===== config.mk =====
export PLATFORM = sky130hd
export DESIGN_NAME = bmcs_regs
export DESIGN_NICKNAME = d
export VERILOG_FILES = /design/src/bmcs_pkg.sv /design/src/bmcs_regs.sv
export SDC_FILE = /design/constraint.sdc
export NUM_CORES = 1
export LEC_CHECK = 0
export BUFFER_PORTS_ARGS = -buffer_cell sky130_fd_sc_hd__buf_2
export CAP_MARGIN = 20
export CELL_PAD_IN_SITES_DETAIL_PLACEMENT = 0
export CELL_PAD_IN_SITES_GLOBAL_PLACEMENT = 2
export CORE_MARGIN = 2
export CORE_UTILIZATION = 37
export CTS_BUF_LIST = sky130_fd_sc_hd__clkbuf_16
export CTS_CLUSTER_SIZE = 16
export DETAILED_ROUTE_END_ITERATION = 8
export PLACE_DENSITY = 0.79
export REMOVE_ABC_BUFFERS = 1
export SYNTH_ARGS = -nofsm -noshare
export SYNTH_HDL_FRONTEND = slang
export SYNTH_SLANG_ARGS = --single-unit

===== constraint.sdc =====
create_clock -name clk -period 3.55 [get_ports clk]
set_input_delay 0.5325 -clock clk [delete_from_list [all_inputs] [get_ports clk]]
set_output_delay 0.5325 -clock clk [all_outputs]
set_load 0.01 [all_outputs]

===== src/bmcs_pkg.sv =====
`default_nettype none
package bmcs_pkg;
    // Register map, byte addresses
    localparam logic [15:0] ADDR_FW_REV    = 16'h3E80;
    localparam logic [15:0] ADDR_FW_OPT_LO = 16'h3E84;
    localparam logic [15:0] ADDR_FW_OPT_HI = 16'h3E85;
    localparam logic [15:0] ADDR_RESP_TO   = 16'h3E8E;
    localparam logic [15:0] ADDR_INT_RESET = 16'h3FE0;
    localparam logic [15:0] ADDR_BCAST     = 16'h3FE8;
    localparam logic [15:0] ADDR_MODE_SA   = 16'h3FEA;
    localparam logic [15:0] ADDR_NMP_LO    = 16'h3FF2;
    localparam logic [15:0] ADDR_NMP_HI    = 16'h3FF3;
    localparam logic [15:0] ADDR_TRIG_EBP  = 16'h3FF4;
    localparam logic [15:0] ADDR_CNT_EBP   = 16'h3FF5;
    localparam logic [15:0] ADDR_TT_RES    = 16'h3FF7;
    localparam logic [15:0] ADDR_STATUS    = 16'h3FFA;
    localparam logic [15:0] ADDR_INT_EN    = 16'h3FFB;

    // Field positions
    localparam int STAT_CTM_BIT  = 2;
    localparam int STAT_RIP_BIT  = 1;
    localparam int STAT_TWB_BIT  = 0;
    localparam int FW_1760_BIT   = 9;
    localparam int FW_1553_BIT   = 8;

    // Reset values
    localparam logic [7:0] RESP_TO_RESET = 8'h0E;
    localparam logic [7:0] REG8_RESET    = 8'h00;
    localparam logic [15:0] PTR_RESET    = 16'h0000;

    // Ranges
    localparam logic [7:0]  MSG_CNT_MAX   = 8'hC7;
    localparam logic [16:0] LL_AREA_END   = 17'h03400;
    localparam logic [16:0] LL_SPILL_END  = 17'h0347E;
    localparam logic [15:0] NMP_MAX       = 16'h33FE;
    localparam logic [4:0]  SA_ZERO       = 5'h00;
    localparam logic [4:0]  SA_31         = 5'h1F;
    localparam logic [4:0]  RT_BCAST      = 5'h1F;

    // Timing
    localparam int CLK_PERIOD_NS = 100;
    localparam int TT_STEP_NS    = 4000;
    localparam int BUSY_HOLD_NS  = 5000;
    localparam int US_NS         = 1000;
    localparam logic [5:0] TT_STEP_CYC =
        6'((TT_STEP_NS + CLK_PERIOD_NS - 1) / CLK_PERIOD_NS);
    localparam logic [5:0] BUSY_CYC = 6'(BUSY_HOLD_NS / CLK_PERIOD_NS);
    localparam logic [3:0] US_CYC   = 4'((US_NS + CLK_PERIOD_NS - 1) / CLK_PERIOD_NS);

    typedef enum logic [1:0] {
        BMCS_SEQ = 2'b00,
        BMCS_LL  = 2'b01,
        BMCS_LUT = 2'b10
    } bmcs_mode_type;

    typedef struct packed {
        logic [15:0] addr;
        logic [7:0]  wdata;
        logic        wr;
        logic        rd;
    } bmcs_bus_type;

    typedef struct packed {
        logic       start;
        logic       done;
        logic       trig_word;
        logic [5:0] len;
        logic [7:0] lut_block;
    } bmcs_msg_type;

    typedef struct packed {
        logic [4:0] rt_addr;
        logic [4:0] subaddr;
        logic       resp_start;
        logic       resp_seen;
    } bmcs_cmd_type;
endpackage
`default_nettype wire


===== src/bmcs_regs.sv =====
// Chosen here: the plain strobed port.
`timescale 1ns/1ps
`default_nettype none
// Operation
// Interrupt enable bits 2,1,0 gate counter match, reception, trigger word.
// Interrupt output rises only at the end of a bus message.
// Software programs interrupt enables before start, changes only while halted.
// Status bits 2,1,0 report match, reception, trigger/busy; bits 7..3 zero.
// Status bit 0 is trigger word in sequential mode, busy otherwise.
// Busy set with reception, cleared about 5 us after message end.
// Match and reception flags are cleared only by software; busy is also cleared by the device.
// Time tag steps every (N+1) times 4 us.
// Software writes time tag resolution only while halted.
// Sequential mode message counter runs 0 to 199, one step per message.
// First counter increment happens when the second message starts.
// Counter equal to trigger value sets match flag and enabled interrupt.
// Stop-on-trigger stops monitoring at match, else monitoring continues.
// End buffer pointer records spill end of final message, zero before wrap.
// Next message pointer advances per stored message, cycling 0 to 33FE.
// Lookup mode last block register loads block number at message end.
// Two-bit field picks subaddress 0, 31 or both as mode code.
// Broadcast bit makes terminal address 31 a broadcast.
// Status response valid only within programmed microseconds, default 14.
// Firmware options bit 9 means 1760, bit 8 means 1553.
// Firmware revision holds major in upper, minor in lower nibble.
// Stop-on-trigger input set and match stops message storage.
// Any write to interrupt reset location deasserts the interrupt; here a message-end raise in the same cycle wins and irq stays high.
module bmcs_regs
    import bmcs_pkg::*;
#(
    parameter logic [3:0] FW_MAJOR   = 4'h1,  // Arbitrary value
    parameter logic [3:0] FW_MINOR   = 4'h0,  // Arbitrary value
    parameter logic       FW_IS_1760 = 1'b0
) (
    // Clock and reset
    input  wire logic         clk,
    input  wire logic         rst_n,
    // Register port
    input  wire bmcs_bus_type bus,
    output logic [7:0]        rdata,
    // Board control
    input  wire bmcs_mode_type op_mode,
    input  wire logic         run,
    input  wire logic         stop_on_trigger,
    output logic              store_en,
    // Monitored traffic
    input  wire bmcs_msg_type msg,
    input  wire bmcs_cmd_type cmd,
    output logic              is_mode_code,
    output logic              is_broadcast,
    output logic              resp_valid,
    output logic              resp_late,
    // Time tag and interrupt
    output logic [15:0]       time_tag,
    output logic              irq
);

    // Software registers
    logic [2:0]  int_en_reg;
    logic [7:0]  tt_res_reg;
    logic [7:0]  trig_reg;
    logic [1:0]  mode_sa_reg;
    logic        bcast_reg;
    logic [7:0]  resp_to_reg;
    logic [2:0]  stat_reg;
    logic [2:0]  stat_next;
    // Device state
    logic [7:0]  msg_cnt_reg;
    logic [7:0]  msg_cnt_next;
    logic        first_seen_reg;
    logic        stopped_reg;
    logic [15:0] nmp_reg;
    logic [15:0] ebp_reg;
    logic [7:0]  last_blk_reg;
    logic [5:0]  busy_tmr_reg;
    logic [5:0]  pre_reg;
    logic [7:0]  stp_reg;
    logic [15:0] tt_reg;
    logic [2:0]  pend_reg;
    logic        irq_reg;
    logic        resp_act_reg;
    logic [3:0]  us_pre_reg;
    logic [7:0]  us_cnt_reg;
    logic        resp_valid_reg;
    logic        resp_late_reg;
    logic [7:0]  rdata_reg;

    // Decode
    wire wr_int_en  = bus.wr && bus.addr == ADDR_INT_EN;
    wire wr_tt_res  = bus.wr && bus.addr == ADDR_TT_RES;
    wire wr_trig    = bus.wr && bus.addr == ADDR_TRIG_EBP && op_mode == BMCS_SEQ;
    wire wr_mode_sa = bus.wr && bus.addr == ADDR_MODE_SA;
    wire wr_bcast   = bus.wr && bus.addr == ADDR_BCAST;
    wire wr_resp_to = bus.wr && bus.addr == ADDR_RESP_TO;
    wire wr_status  = bus.wr && bus.addr == ADDR_STATUS;
    wire wr_int_rst = bus.wr && bus.addr == ADDR_INT_RESET;

    wire mode_seq   = op_mode == BMCS_SEQ;
    wire mode_ll    = op_mode == BMCS_LL;
    wire mode_lut   = op_mode == BMCS_LUT;
    wire active     = run && !stopped_reg;

    // Message counter
    wire cnt_inc    = mode_seq && active && msg.start && first_seen_reg;
    assign msg_cnt_next = (msg_cnt_reg == MSG_CNT_MAX) ? REG8_RESET
                                                       : msg_cnt_reg + 8'h01;
    wire match_evt  = cnt_inc && msg_cnt_next == trig_reg;

    // Event sources for status and interrupt
    wire ev_rip     = active && msg.start;
    wire ev_tw      = mode_seq && active && msg.trig_word;
    wire ev_busy    = !mode_seq && ev_rip;
    wire busy_end   = !mode_seq && busy_tmr_reg == 6'h01;
    wire [2:0] ev_set = {match_evt, ev_rip, ev_tw || ev_busy};
    wire [2:0] clr_bits = wr_status ? bus.wdata[2:0] : 3'h0;

    // Set wins over software clear
    assign stat_next = ev_set | (stat_reg & ~clr_bits & ~{2'b00, busy_end});

    // Interrupt sources, mode qualified
    wire [2:0] int_src  = int_en_reg & {match_evt, ev_rip, ev_tw};
    // Run, not active: a stop on trigger must still deliver the match interrupt
    wire       irq_set  = run && msg.done && |(pend_reg | int_src);

    // Linked-list pointer arithmetic
    wire [16:0] nmp_sum  = {1'b0, nmp_reg} + {10'h000, msg.len, 1'b0};
    wire        ll_final = nmp_sum >= LL_AREA_END;
    wire [16:0] ebp_cap  = (nmp_sum > LL_SPILL_END) ? LL_SPILL_END : nmp_sum;

    // Time tag prescaler
    wire pre_wrap = pre_reg == TT_STEP_CYC - 6'h01;
    wire tt_step  = run && pre_wrap && stp_reg == tt_res_reg;

    // Response window
    wire us_tick  = resp_act_reg && us_pre_reg == US_CYC - 4'h1;
    wire in_time  = us_cnt_reg < resp_to_reg;
    // Window closes on the tick that brings the count to the limit
    wire [8:0] us_next = {1'b0, us_cnt_reg} + 9'h001;
    wire       expire  = us_tick && us_next >= {1'b0, resp_to_reg};

    // Software registers
    always_ff @(posedge clk or negedge rst_n) begin
        if (!rst_n) begin
            int_en_reg  <= 3'h0;
            tt_res_reg  <= REG8_RESET;
            trig_reg    <= REG8_RESET;
            mode_sa_reg <= 2'h0;
            bcast_reg   <= 1'b0;
            resp_to_reg <= RESP_TO_RESET;
        end else begin
            if (wr_int_en)  int_en_reg  <= bus.wdata[2:0];
            if (wr_tt_res)  tt_res_reg  <= bus.wdata;
            if (wr_trig)    trig_reg    <= bus.wdata;
            if (wr_mode_sa) mode_sa_reg <= bus.wdata[1:0];
            if (wr_bcast)   bcast_reg   <= bus.wdata[0];
            if (wr_resp_to) resp_to_reg <= bus.wdata;
        end
    end

    // Status flags and busy hold timer
    always_ff @(posedge clk or negedge rst_n) begin
        if (!rst_n) begin
            stat_reg     <= 3'h0;
            busy_tmr_reg <= 6'h00;
        end else begin
            stat_reg <= stat_next;
            if (ev_busy)
                busy_tmr_reg <= 6'h00;
            else if (!mode_seq && msg.done)
                busy_tmr_reg <= BUSY_CYC;
            else if (busy_tmr_reg != 6'h00)
                busy_tmr_reg <= busy_tmr_reg - 6'h01;
        end
    end

    // Sequential mode counter and stop-on-trigger
    always_ff @(posedge clk or negedge rst_n) begin
        if (!rst_n) begin
            msg_cnt_reg    <= REG8_RESET;
            first_seen_reg <= 1'b0;
            stopped_reg    <= 1'b0;
        end else begin
            if (!run) begin
                first_seen_reg <= 1'b0;
                stopped_reg    <= 1'b0;
            end else if (mode_seq && active && msg.start) begin
                first_seen_reg <= 1'b1;
            end
            if (cnt_inc)
                msg_cnt_reg <= msg_cnt_next;
            if (match_evt && stop_on_trigger)
                stopped_reg <= 1'b1;
        end
    end

    assign store_en = active;

    // Linked-list and lookup-table pointers
    always_ff @(posedge clk or negedge rst_n) begin
        if (!rst_n) begin
            nmp_reg      <= PTR_RESET;
            ebp_reg      <= PTR_RESET;
            last_blk_reg <= REG8_RESET;
        end else if (run && msg.done) begin
            if (mode_ll && ll_final) begin
                // Final message spills, never wraps mid-message
                ebp_reg <= ebp_cap[15:0];
                nmp_reg <= PTR_RESET;
            end else if (mode_ll) begin
                nmp_reg <= nmp_sum[15:0];
            end
            if (mode_lut)
                last_blk_reg <= msg.lut_block;
        end
    end

    // Time tag counter
    always_ff @(posedge clk or negedge rst_n) begin
        if (!rst_n) begin
            pre_reg <= 6'h00;
            stp_reg <= REG8_RESET;
            tt_reg  <= 16'h0000;
        end else if (run) begin
            pre_reg <= pre_wrap ? 6'h00 : pre_reg + 6'h01;
            if (pre_wrap)
                stp_reg <= (stp_reg == tt_res_reg) ? REG8_RESET : stp_reg + 8'h01;
            if (tt_step)
                tt_reg <= tt_reg + 16'h0001;
        end
    end

    assign time_tag = tt_reg;

    // Interrupt: held until the message ends, then until acknowledged
    always_ff @(posedge clk or negedge rst_n) begin
        if (!rst_n) begin
            pend_reg <= 3'h0;
            irq_reg  <= 1'b0;
        end else begin
            if (irq_set)
                pend_reg <= 3'h0;
            else
                pend_reg <= pend_reg | int_src;
            if (irq_set)
                irq_reg <= 1'b1;
            else if (wr_int_rst)
                irq_reg <= 1'b0;
        end
    end

    assign irq = irq_reg;

    // Status response window in microseconds
    always_ff @(posedge clk or negedge rst_n) begin
        if (!rst_n) begin
            resp_act_reg   <= 1'b0;
            us_pre_reg     <= 4'h0;
            us_cnt_reg     <= REG8_RESET;
            resp_valid_reg <= 1'b0;
            resp_late_reg  <= 1'b0;
        end else begin
            resp_valid_reg <= resp_act_reg && cmd.resp_seen && in_time;
            resp_late_reg  <= resp_act_reg && expire && !cmd.resp_seen;
            if (cmd.resp_start) begin
                resp_act_reg <= 1'b1;
                us_pre_reg   <= 4'h0;
                us_cnt_reg   <= REG8_RESET;
            end else if (resp_act_reg) begin
                if (cmd.resp_seen || expire)
                    resp_act_reg <= 1'b0;
                us_pre_reg <= us_tick ? 4'h0 : us_pre_reg + 4'h1;
                if (us_tick)
                    us_cnt_reg <= us_cnt_reg + 8'h01;
            end
        end
    end

    assign resp_valid = resp_valid_reg;
    assign resp_late  = resp_late_reg;

    // Command word classification
    wire sa_is_0  = cmd.subaddr == SA_ZERO;
    wire sa_is_31 = cmd.subaddr == SA_31;
    assign is_mode_code = (mode_sa_reg == 2'b01) ? sa_is_0 :
                          (mode_sa_reg == 2'b10) ? sa_is_31 :
                          (sa_is_0 || sa_is_31);
    assign is_broadcast = bcast_reg && cmd.rt_addr == RT_BCAST;

    // Read mux; registers sharing an address follow the operating mode
    wire [15:0] fw_opt = {6'h00, FW_IS_1760, !FW_IS_1760, 8'h00};
    wire [7:0] rd_mux =
        (bus.addr == ADDR_FW_REV)    ? {FW_MAJOR, FW_MINOR} :
        (bus.addr == ADDR_FW_OPT_LO) ? fw_opt[7:0] :
        (bus.addr == ADDR_FW_OPT_HI) ? fw_opt[15:8] :
        (bus.addr == ADDR_RESP_TO)   ? resp_to_reg :
        (bus.addr == ADDR_BCAST)     ? {7'h00, bcast_reg} :
        (bus.addr == ADDR_MODE_SA)   ? {6'h00, mode_sa_reg} :
        (bus.addr == ADDR_NMP_LO)    ? (mode_lut ? last_blk_reg : nmp_reg[7:0]) :
        (bus.addr == ADDR_NMP_HI)    ? (mode_lut ? 8'h00 : nmp_reg[15:8]) :
        (bus.addr == ADDR_TRIG_EBP)  ? (mode_seq ? trig_reg : ebp_reg[7:0]) :
        (bus.addr == ADDR_CNT_EBP)   ? (mode_seq ? msg_cnt_reg : ebp_reg[15:8]) :
        (bus.addr == ADDR_TT_RES)    ? tt_res_reg :
        (bus.addr == ADDR_STATUS)    ? {5'h00, stat_reg} :
        (bus.addr == ADDR_INT_EN)    ? {5'h00, int_en_reg} :
        8'h00;

    always_ff @(posedge clk or negedge rst_n) begin
        if (!rst_n)
            rdata_reg <= 8'h00;
        else
            rdata_reg <= bus.rd ? rd_mux : 8'h00;
    end

    assign rdata = rdata_reg;
endmodule
`default_nettype wire


* Word-level counts from Yosys, hierarchy flattened
Index checks and enable logic that the tools add are counted.
** Cells by class
- Div/mod/pow operators :: 0
- Shift operators :: 0
- Order comparisons :: 4
- Equal/unequal tests :: 28
- Add/sub/neg operators :: 9
- Reduce and logical (&&, ||, !) cells :: 53
- $mul :: 0
- Multiplexer cells :: 46
- Bitwise gates (word level) :: 7
** Operator list (number)
- == test 16 x 14 -> 1 bit (second input constant) :: 14
- two-way mux 8 bit :: 21
- two-way mux 16 bit :: 3
- logical AND 1 bit :: 32
- adder 8 x 1 -> 8 bit (second input constant) :: 3
- two-way mux 6 bit :: 4
- adder 16 x 7 -> 17 bit :: 1
- greater-or-equal comparator 17 x 14 -> 1 bit (second input constant) :: 1
- greater-than comparator 17 x 14 -> 1 bit (second input constant) :: 1
- adder 16 x 1 -> 16 bit (second input constant) :: 1
- == test 8 bit :: 2
- two-way mux 3 bit :: 4
- two-way mux 4 bit :: 3
- AND reduction 2 bit :: 6
- two-way mux 1 bit :: 11
- == test 5 bit (second input constant) :: 2
- adder 8 x 1 -> 9 bit (second input constant) :: 1
- AND 3 bit :: 3
- greater-or-equal comparator 9 x 8 -> 1 bit :: 1
- == test 8 bit (second input constant) :: 1
- less-than comparator 8 bit :: 1
- nonzero test 2 bit :: 4
- adder 6 x 1 -> 6 bit (second input constant) :: 1
- == test 6 x 1 -> 1 bit (second input constant) :: 1
- 17 further kinds :: 25
** Storage, ports and cells
- Logic and storage cells :: 172
- Output and inout port bits :: 30
- Input bits :: 61
- Memories kept :: 0
- Latch bits :: 0
- ROM bits :: 0
- Register bits :: 146
- Memory bits (writable) :: 0

* Longest topological paths before layout
Gate-level depths: netlist of the first run.
- Depth after elaboration :: 15
- Gate-level depth with buffers :: 11
- Gate-level depth less buffers :: 10

* Worst setup path before layout of the first run
No wires, ideal clock.
- Path kind :: input-to-reg
- From :: in msg[8] (netlist name)
- To :: reg nmp_reg[11]
- Slack :: 0.731 ns
- Data required time :: 3.432 ns
- Library setup time :: 0.118 ns
- Buffers on the path :: 1
- Stages :: 11
- Data arrival time :: 2.701 ns
- Cells stage by stage :: ha_1 -> inv_1 -> fa_1 -> nor2b_1 -> o2111a_1 -> nor4_1 -> o211a_1 -> o41ai_2 -> buf_2 -> o21ai_0 -> a21o_1
** On the way
- Longest elaborated chain between the ends :: 5
- Elaborated cells between the ends (all ways) :: 7
- Classes of those cells :: 1 x add/sub; 1 x order compare; 2 x mux; 3 x reduce/logical
** Ends and longest elaborated chain
- from (decl) :: RTL line bmcs_regs.sv:47 : input wire bmcs_msg_type msg,
- adder 16 x 7 -> 17 bit * :: RTL line bmcs_regs.sv:126 : wire [16:0] nmp_sum = {1'b0, nmp_reg} + {10'h000, msg.len, 1'b0};
- greater-or-equal comparator 17 x 14 -> 1 bit :: RTL line bmcs_regs.sv:127 : wire ll_final = nmp_sum >= LL_AREA_END;
- logical AND 1 bit :: RTL line bmcs_regs.sv:205 : if (mode_ll && ll_final) begin
- nonzero test 2 bit (no source line)
- AND reduction 2 bit (no source line)
- to (signal assigned) :: RTL line bmcs_regs.sv:210 : nmp_reg <= nmp_sum[15:0];
- to (decl) :: RTL line bmcs_regs.sv:72 : logic [15:0] nmp_reg;
Mark *: on every way between the ends. The rest lies on a longest branch, timed or not. The select of a mux whose other input is x is not followed.
A chain may end at the register's enable or synchronous reset.

* Worst setup path after layout of the first run
- From :: reg nmp_reg[1]
- To :: reg ebp_reg[11]
** On the way
- Longest elaborated chain between the ends :: 4
- Elaborated cells between the ends (all ways) :: 6
- Classes of those cells :: 1 x add/sub; 2 x order compare; 1 x mux; 2 x reduce/logical
** Ends and longest elaborated chain
- adder 16 x 7 -> 17 bit * :: RTL line bmcs_regs.sv:126
- greater-or-equal comparator 17 x 14 -> 1 bit :: RTL line bmcs_regs.sv:127
- logical AND 1 bit :: RTL line bmcs_regs.sv:205
- AND reduction 2 bit (no source line)
- to (signal assigned) :: RTL line bmcs_regs.sv:207 : ebp_reg <= ebp_cap[15:0];
- to (decl) :: RTL line bmcs_regs.sv:73 : logic [15:0] ebp_reg;
Mark *: on every way between the ends. The rest lies on a longest branch, timed or not.

==> results.md, run 1 <==
* Post-DRT Antenna Nets at 0
* Post-synthesis register bit count at 145
* Hold Crit Class: in2async
* Core box area at 22030 um2
* Layout cells sized above 1 at 20.69%
* DP Wirelength at 17540 um
* Most numerous cell in the Yosys netlist: dfrtp_1
* Initial DRC count at 492
* Num CTS Buffers at 17
* Placer Congestion at 0.8018
* Worst path top cell family by delay: simple AND/OR/NAND/NOR gates
* Post-synth top cells: 142 x dfrtp_1, 125 x nand2_1, 59 x a21oi_1
* Worst-path cell chain: ha_1 > inv_1 > fa_1 > nor2b_1 > o31ai_1 > nor3_1 > a211oi_1 > o41ai_2 > nand2_1 > and2_1
* Synth unique cells at 74
* Detailed Routing Iterations Pass 1 at 5
* Outcome: finished, final reports clean
* DIE HEIGHT at 154.3 um
* Routed WL at 23450 um
* Gr usage total at 20.24%
* Post_cts resized at 0
* Seq/Total Area, Yosys at 43.45%
* Mapped Area at 8359 um2
* Yosys warns at 0
* Max-cap violations at 0
* Crit. End Element: register
* P per Cell Area at 475.1 nW/um2
* Largest net degree at the start of global routing at 75
* Die width at 154.3 um
* Sink Count at 145
* GR Layer Usage met1 at 30.80%
* Final core occ at 43.88%
* Synth area leaders: dfrtp_1 43%, mux2_2 5.8%, nand2_1 5.6%
* Area growth syn-to-layout at 15.61%
* First-pass GRT wire length at 37380 um
* Fin crit period at 3.155 ns
* Post-route worst setup slack at 0.3953 ns
* Fmax at 0.3170 GHz
* DRC Markers at 0
* CP Data Required Time at 3.88 ns
* RSZ-0062 raised after global routing: no
* Antenna violations before repair at 0
* Clk root buf: clkbuf_16
* Via count at 6857
* Clk Latency, worst-skew pair at 0.44 ns
* Wire length per cell at 18.60 um
* Yosys top cell area share at 42.51%
* Slew @ Worst Pin at 0.7440 ns
* CP Buf/Inv Count at 1
* Final hold viol count at 0
* Vias per inst at 5.438
* Final setup fails at 0
* Syn Area/Cell at 9.445 um2
* Peak supply drop at 0.0002527 V
* Synth Flop Type: dfrtp_1
* Hold-fix buffers, CTS at 0
* WP data arrival at 3.48 ns
* Final Skew at 0.009148 ns
* Overflow left after global routing at 0
* Ys async rst share at 100.0%
* Critical-path top delay cell: o41ai_2
* Routing usage on met3 at 3.166%
* CP max stage delay at 0.52 ns
* Most crowded layer after global routing: met1
* Layout Nets at 1061
* N_diodes at 0
* Startpoint Class: register
* Relative slew slack at 49.95%
* Place WS at 0.1897 ns
* P_leak at 4.375 nW
* Area leader, netlist: dfrtp_1
* Postcts setup bufs at 0
* IO Port Bufs at 90
* Num ports at 91
* Crit Path Class: reg2reg
* Htree depth at 4
* CTS tree: done
* Starting Density at 37.95%
* Std cell rows at 54
* Final period utilization at 88.87%
* Post-synth EDFFs at 0
* Vias in the first global route at 6540
* Clock slew at reported path FFs at 0.07 ns
* Met2 Track Usage GR at 29.98%
* Die Area at 23810 um2
* Worst-path fanout max at 11
* Mapped Cells at 885
* Final Max Slew Viols at 0
* Clk buf depth at 2
[report_power, final]
part           total [mW]  internal [mW]  switching, mW
sequential           1.96           1.79          0.172
clock                1.75          0.931          0.820
combinational       0.876          0.360          0.516
total                4.59           3.08           1.51
[cell usage in the layout, fill, tap and decap left out, drive strengths merged, types with 7 or more instances in the layout]
cell type  instances
o21ai             31
and2              14
ha                31
nand2            125
or3               13
inv               39
nor3              20
xnor2             41
buf              106
and4               7
o31ai             12
mux2              43
nand3             40
nor2              43
and3              17
a31oi             13
dfrtp            142
a21o               8
nor3b              7
nand2b             9
o21a               8
nand4             19
nor4              14
xor2              15
a21oi             60
clkbuf            17
nor2b              7
[worst paths after layout]
path                                   from        endpoint  slack (ns)  depth (start not counted)
worst max register to register   nmp_reg[1]     ebp_reg[11]        0.40                         10
worst max-delay path             nmp_reg[1]     ebp_reg[11]        0.40                         10
min in group clk                     cmd[0]       resp_late        0.28                          2
worst min register to register  ebp_reg[10]     ebp_reg[10]        0.47                          1
worst min-delay path                  rst_n  msg_cnt_reg[3]        0.13                          1
max in group asynchronous             rst_n   us_cnt_reg[1]        2.47                          2
[metal layers]
metal | wire length (um) | part of all wire [%] | up-vias
li1 | - | - | 3348
met1 | 11890 | 51 | 3326
met2 | 10260 | 44 | 162
met3 | 1003 | 4.3 | 21
met4 | 296 | 1.3 | 0
met5 | 0 | 0 | -
[per-stage QoR]
stage	instance area (um2)	total power [mW]	hold slack, ns	std cells	setup TNS [ns]
global placement	9101	2.874	0.4483	1229	0
floorplan	8174	2.544	0.2369	843	-0.4903
CTS	9664	4.645	0.1569	1261	0
global route	9664	4.849	0.1855	1261	0
finish	9664	4.592	0.1332	1261	0
detailed placement	9101	2.873	0.4522	1229	0
[cell families after synthesis]
family	count (synthesis)	synth area share, %
mux	48	6.391
fa+ha+maj	32	4.879
compound gates	174	13.44
simple gates	360	22.50
xor+xnor	56	5.867
flops	145	43.45
buf+inv	70	3.472
[worst register-to-register path, cell delays in order (launching register included)]
cell      delay [ns]
dfrtp_1         0.39
ha_1            0.18
inv_1           0.05
fa_1            0.39
nor2b_1         0.30
o31ai_1         0.17
nor3_1          0.26
a211oi_1        0.17
o41ai_2         0.52
nand2_1         0.35
and2_1          0.27
[cell type report]
type,instances,area [um2]
well taps,280,350.3
multi-input cells,670,4437
repair buffers,106,576.8
inverters,28,105.1
flip-flops and latches,145,3632
fillers,2183,12360
clock inverters,15,137.6
clock buffers,17,425.4
(Power assumes the default switching activity.)
==> inputs of run 2 (changes only) <==
==> constraint.sdc (replaced) <==
create_clock -name clk -period 3 [get_ports clk]
set_input_delay 0.45 -clock clk [delete_from_list [all_inputs] [get_ports clk]]
set_output_delay 0.45 -clock clk [all_outputs]
set_load 0.01 [all_outputs]
==> run 2 against run 1 <==
  * Core utilization is 1.3 points higher
  * Final cell count is 2.2% higher
  * Routed wire length is 0.28% lower
  * Cell area is 2.9% higher
  * Flip-flop and latch count stayed put
  * Via count is 1.6% higher
  * Non-clock buffer count is 29 higher
  * Clock skew is 0.0055 ns higher
  * Clock power is 27% higher
  * Critical path type unchanged
  * Largest cell class unchanged
==> results.md, run 2 (synthesis gave the netlist of run 1 again) <==
* Antenna violations before repair at 0 (unchanged)
* P per Cell Area at 568.1 nW/um2 (+20%)
* Final cell count without fillers at 1289 (+2.2%)
* N_diodes at 0 (unchanged)
* Dpl cell area at 9324 um2 (+2.4%)
* Starting Density at 37.95% (unchanged)
* Largest net degree at the start of global routing at 68 (-9.3%)
* First-pass GRT wire length at 37890 um (+1.4%)
* Final Skew at 0.01468 ns (+0.005528 ns)
* Num CTS Buffers at 17 (unchanged)
* Clk buf depth at 2 (unchanged)
* Initial DRC count at 480 (-2.4%)
* Detailed Routing Iterations Pass 1 at 5 (unchanged)
* Area growth syn-to-layout at 18.95%
* Worst-path fanout max at 11 (unchanged)
* Crit Path Class: reg2reg
* Dpl cells at 1257 (+2.3%)
* Layout Nets at 1090 (+2.7%)
* WP data arrival at 3.10 ns (-0.38 ns)
* Crit. End Element: register
* Commonest non-fill, non-tap cells in the layout: 142 x dfrtp_1, 125 x nand2_1, 89 x buf_2
* DP Wirelength at 17820 um (+1.6%)
* Final non-filler cell area at 9943 um2 (+2.9%)
* Via count at 6966 (+1.6%)
* Final setup fails at 0 (unchanged)
* Fmax at 0.3593 GHz (+13%)
* Final Max Slew Viols at 0 (unchanged)
* Layout cells sized above 1 at 23.09% (+2.4 points)
* Final hold viol count at 0 (unchanged)
* P_leak at 4.535 nW (+3.7%)
* Relative slew slack at 55.30% (+5.4 points)
* Routed WL at 23390 um (-0.28%)
* DRC Markers at 0 (unchanged)
* Fin crit period at 2.784 ns (-0.3712 ns)
* Die Area at 23810 um2 (unchanged)
* Peak supply drop at 0.0003266 V (+29%)
* Vias per inst at 5.404 (-0.62%)
* Setup_tns at 0 ns (unchanged)
* Gr usage total at 20.30% (+0.059 points)
* CP Data Required Time at 3.32 ns (-0.56 ns)
* Wire length per cell at 18.14 um (-2.4%)
* Reg2reg path depth at 12 (+2)
* Std cell rows at 54 (unchanged)
* Placer Congestion at 0.8139 (+1.5%)
* Hold Crit Class: in2async
* Max-cap violations at 0 (unchanged)
* Core box area at 22030 um2 (unchanged)
* DIE HEIGHT at 154.3 um (unchanged)
* Sink Count at 145 (unchanged)
* Clock slew at reported path FFs at 0.06 ns (about the same)
* Die width at 154.3 um (unchanged)
* Final period utilization at 92.78% (+3.9 points)
* Overflow left after global routing at 0 (unchanged)
* Num ports at 91 (unchanged)
* Clk root buf: clkbuf_16
* Filler Cells Inserted at 2173 (-0.46%)
* Clk Latency, worst-skew pair at 0.44 ns (about the same)
* Htree depth at 4 (unchanged)
* Outcome: finished, final reports clean
* Startpoint Class: register
* RSZ-0062 raised after global routing: no
* CTS tree: done
* Commonest non-fill, non-tap cell in the layout: dfrtp_1
* Vias in the first global route at 6895 (+5.4%)
* Post-DRT Antenna Nets at 0 (unchanged)
* Slew @ Worst Pin at 0.6705 ns (-0.07343 ns)
* Hold-fix buffers, CTS at 0 (unchanged)
* IO Port Bufs at 90 (unchanged)
## run 2: changes by cell type in the layout (fill, tap and decap cells not counted), sizes merged
| cell | before | now |
|---|---|---|
| bufinv | 0 | 3 |
| clkinv | 3 | 4 |
| inv | 39 | 33 |
| buf | 106 | 135 |
| clkinvlp | 1 | 2 |
## run 2: final cells by class
class                   instances  area, um2  share of cell area (%)
multi-input cells             670       4444                   44.70
clock buffers                  17      425.4                   4.278
clock inverters                14      178.9                   1.799
inverters                      28      105.1                   1.057
well taps                     280      350.3                   3.523
flip-flops and latches        145       3632                   36.53
repair buffers                135      807.0                   8.116
## run 2: repair_timing
| item | in CTS | in global routing |
|---|---|---|
| setup buffers | 0 | 1 |
| endpoints found under the setup margin | 1 | 26 |
| cloned | 0 | 0 |
| gates resized for setup | 1 | 1 |
| pin swaps | 0 | 1 |
## run 2: path summary, 6_finish.rpt
| check | start | to | slack (ns) |
|---|---|---|---|
| min in group clk | cmd[0] | resp_late | 0.20 |
| worst min register to register | ebp_reg[10] | ebp_reg[10] | 0.47 |
| worst min-delay path | rst_n | msg_cnt_reg[5] | 0.008 |
| max in group asynchronous | rst_n | resp_to_reg[3] | 2.22 |
| worst max-delay path | nmp_reg[1] | ebp_reg[9] | 0.22 |
| worst max register to register | nmp_reg[1] | ebp_reg[9] | 0.22 |
## run 2: critical path, stage by stage (launching register included)
cell      delay [ns]
dfrtp_1         0.37
ha_1            0.17
inv_1           0.05
fa_1            0.40
nor2b_2         0.22
o2111a_1        0.23
nor4_1          0.06
o211a_1         0.25
o41ai_2         0.35
buf_4           0.17
nand2_1         0.05
buf_4           0.17
and2_1          0.16
## run 2: where the power goes
part / switching (mW) / internal (mW) / total [mW]
Combinational: 0.645 / 0.482 / 1.13
Clock: 0.898 / 1.32 / 2.22
Sequential: 0.184 / 2.12 / 2.31
## run 2: layer usage
| layer | part of all wire (%) | GRT usage, % | vias up |
|---|---|---|---|
| li1 | - | - | 3403 |
| met1 | 50 | 29.82 | 3383 |
| met2 | 45 | 31.20 | 158 |
| met3 | 3.6 | 2.970 | 22 |
| met4 | 1.5 | 5.908 | 0 |
| met5 | 0 | 0 | - |
## run 2: stage by stage
stage	total power, mW	hold WS (ns)	util, %	setup slack (ns)
final	5.649	0.008396	45.14	0.2165
after global routing	5.946	0.06034	45.14	0.03745
after CTS	5.692	0.03719	45.09	0.06778
after detailed placement	3.461	0.4522	42.33	-0.1525
after global placement	3.456	0.4451	42.33	-0.07887
after floorplan	3.011	0.1544	-	-0.5313
==> inputs of run 3 (changes only) <==
--- a/config.mk
+++ b/config.mk
@@ -5,16 +5,17 @@
 export SDC_FILE = /design/constraint.sdc
 export NUM_CORES = 1
 export LEC_CHECK = 0
+export ABC_AREA = 1
 export BUFFER_PORTS_ARGS = -buffer_cell sky130_fd_sc_hd__buf_2
 export CAP_MARGIN = 20
 export CELL_PAD_IN_SITES_DETAIL_PLACEMENT = 0
 export CELL_PAD_IN_SITES_GLOBAL_PLACEMENT = 2
 export CORE_MARGIN = 2
-export CORE_UTILIZATION = 37
+export CORE_UTILIZATION = 35
 export CTS_BUF_LIST = sky130_fd_sc_hd__clkbuf_16
 export CTS_CLUSTER_SIZE = 16
 export DETAILED_ROUTE_END_ITERATION = 8
-export PLACE_DENSITY = 0.79
+export PLACE_DENSITY = 0.8
 export REMOVE_ABC_BUFFERS = 1
 export SYNTH_ARGS = -nofsm -noshare
 export SYNTH_HDL_FRONTEND = slang
==> run 3 against run 2 <==
  * Synthesized area increased by 1.9%
  * Die area increased by 7.5%
  * Worst setup slack improved by 0.15 ns
  * Synthesized cell count increased by 25%
  * Hold slack improved by 0.19 ns
  * Highest routed layer unchanged
  * Critical path type unchanged
  * Clock power about the same
  * Clock skew decreased by 0.0067 ns
  * Sequential power increased by 8%
==> results.md, run 3 <==
* Outcome: finished, final reports clean
* Peak supply drop at 0.0002740 V (-16%)
* Wire length per cell at 15.04 um (-17%)
* Clock slew at reported path FFs at 0.07 ns (about the same)
* IO Port Bufs at 90 (unchanged)
* Yosys top cell area share at 41.72% (-0.79 points)
* Final setup fails at 0 (unchanged)
* Post-synthesis register bit count at 145 (unchanged)
* Hold Path Origin: cmd[0]
* Std cell rows at 57 (+5.6%)
* DIE HEIGHT at 160.0 um (+3.7%)
* Post-route worst setup slack at 0.3669 ns (+0.1504 ns)
* Mapped Cells at 1102 (+25%)
* Layout Nets at 1301 (+19%)
* CTS tree: done
* Crit Path Class: reg2reg
* Sink Count at 145 (unchanged)
* Commonest non-fill, non-tap cell in the layout: nand2_1
* Clk buf depth at 2 (unchanged)
* RSZ-0062 raised after global routing: no
* Num CTS Buffers at 17 (unchanged)
* Antenna violations before repair at 0 (unchanged)
* Layout cells sized above 1 at 16.22% (-6.9 points)
* Num ports at 91 (unchanged)
* Critical Path Start: nmp_reg[1]
* Placer Congestion at 0.8690 (+6.8%)
* Final cell count without fillers at 1545 (+20%)
* Max-cap violations at 0 (unchanged)
* P_leak at 4.998 nW (+10%)
* Fin crit period at 2.633 ns (-0.1504 ns)
* N_diodes at 0 (unchanged)
* P per Cell Area at 602.2 nW/um2 (+6.0%)
* Dpl cells at 1512 (+20%)
* Largest net degree at the start of global routing at 70 (+2.9%)
* Ys async rst share at 100.0% (unchanged)
* WP data arrival at 2.95 ns (-0.15 ns)
* Post-DRT Antenna Nets at 0 (unchanged)
* Post_cts resized at 0 (-1)
* Final period utilization at 87.77% (-5.0 points)
* Vias in the first global route at 7102 (+3.0%)
* Most numerous cell in the Yosys netlist: nand2_1
* Starting Density at 35.33% (-2.6 points)
* Relative slew slack at 62.62% (+7.3 points)
* Yosys warns at 0 (unchanged)
* Final hold viol count at 0 (unchanged)
* Postcts setup bufs at 0 (unchanged)
* Reg2reg path depth at 16 (+4)
* Fin Hold WS at 0.1944 ns (+0.1860 ns)
* Synth Flop Type: dfrtp_1
* Synth area leaders: dfrtp_1 42%, nand2_1 13%, inv_1 6.8%
* Via count at 7350 (+5.5%)
* Commonest non-fill, non-tap cells in the layout: 287 x nand2_1, 154 x inv_1, 142 x dfrtp_1
* Htree depth at 4 (unchanged)
* Slew @ Worst Pin at 0.5601 ns (-0.1104 ns)
* Worst r2r src: nmp_reg[1]
* DRC Markers at 0 (unchanged)
* Worst-path fanout max at 16 (+5)
* Dpl cell area at 9402 um2 (+0.83%)
* Hold Crit Class: in2reg
* Seq/Total Area, Yosys at 42.65% (-0.80 points)
* Setup_tns at 0 ns (unchanged)
* FF-to-FF setup slack at 0.37 ns (+0.15 ns)
* Startpoint Class: register
* Core box area at 24110 um2 (+9.4%)
* Final Skew at 0.008013 ns (-0.006663 ns)
* Area growth syn-to-layout at 17.54%
* Mapped Area at 8517 um2 (+1.9%)
* CP Data Required Time at 3.32 ns (about the same)
* Routed WL at 23240 um (-0.60%)
* Synth unique cells at 53 (-28%)
* Place WS at 0.2237 ns (+0.3761 ns)
* CP endpoint: ebp_reg[13]
* Gr usage total at 18.82% (-1.5 points)
* Detailed Routing Iterations Pass 1 at 4 (-1)
* Area leader, netlist: dfrtp_1
* Clk Latency, worst-skew pair at 0.43 ns (about the same)
* Vias per inst at 4.757 (-12%)
* DP Wirelength at 17830 um (about the same)
* Final non-filler cell area at 10010 um2 (+0.68%)
* Syn Area/Cell at 7.729 um2 (-18%)
* Crit. End Element: register
* Post-synth EDFFs at 0 (unchanged)
* Clk root buf: clkbuf_16
* Die Area at 25600 um2 (+7.5%)
* First-pass GRT wire length at 38260 um (+0.98%)
* Post-synth top cells: 287 x nand2_1, 154 x inv_1, 142 x dfrtp_1
* Final Max Slew Viols at 0 (unchanged)
* Die width at 160.0 um (+3.7%)
* R2R Path End: ebp_reg[13]
* Initial DRC count at 457 (-4.8%)
* Fmax at 0.3798 GHz (+5.7%)
* Hold Path Depth at 2
* Overflow left after global routing at 0 (unchanged)
[run 3: critical path: stages (launching register included)]
cell and delay [ns]:
dfrtp_1 0.37, ha_1 0.20, inv_1 0.06, fa_1 0.41, inv_1 0.07, nand3_1 0.06, nand3_1 0.15, nand3_2 0.11
nand2_2 0.09, nand2_1 0.06, nor2_2 0.10, a21oi_2 0.08, a21oi_4 0.22, nand2_4 0.12, nand2_8 0.10, inv_6 0.09
or2_1 0.21
[run 3: stage by stage]
step	util [%]	total power, mW
after floorplan	-	3.400
after global placement	39.00	3.884
after detailed placement	39.00	3.869
after CTS	41.53	6.114
after global routing	41.53	6.431
final	41.53	6.028
[run 3: per-layer routing]
layer	part of all wire [%]	vias up	track usage (%)	wire length, um
met5	0	-	0	0
met3	2.7	15	3.221	627
met1	50	3429	26.76	11660
li1	-	3804	-	-
met2	46	102	30.11	10700
met4	1.1	0	4.259	260
[run 3: cell type report]
type                            count  area, um2
Fill cell                        2614      14090
Tap cell                          324      405.4
Sequential cell                   145       3632
Clock inverter                     15      173.9
Multi-Input combinational cell    782       4207
Inverter                          160      605.6
Timing Repair Buffer              102      561.8
Clock buffer                       17      425.4
[run 3: power breakdown]
group | switching [mW] | leakage (nW) | total, mW | internal [mW]
registers | 0.257 | 1.88 | 2.49 | 2.24
clock network | 0.948 | 0.294 | 2.20 | 1.26
logic | 0.829 | 2.83 | 1.33 | 0.501
total | 2.03 | 5.00 | 6.03 | 4.00
[run 3: how the worst min path moves through the flow]
stage	to	slack, ns
CTS	resp_late	0.17
finish	resp_late	0.19
global route	resp_late	0.19
global placement	msg_cnt_reg[7]	0.42
floorplan	bcast_reg	0.15
detailed placement	msg_cnt_reg[7]	0.43
[run 3: logic make-up (layout without fill, tap and decap cells)]
group / count (synthesis) / count (layout) / synth area share [%]
compound gates: 180 / 180 / 11.99
simple gates: 527 / 527 / 27.84
flops: 145 / 145 / 42.65
fa+ha+maj: 32 / 32 / 4.789
buf+inv: 175 / 294 / 7.992
mux: 8 / 8 / 1.058
xor+xnor: 35 / 35 / 3.687
[run 3: timing repair]
| item | CTS | global route |
|---|---|---|
| setup endpoints to repair | 0 | 0 |
| endpoints found under the hold margin | 44 | 0 |
| hold buffers | 1 | 0 |
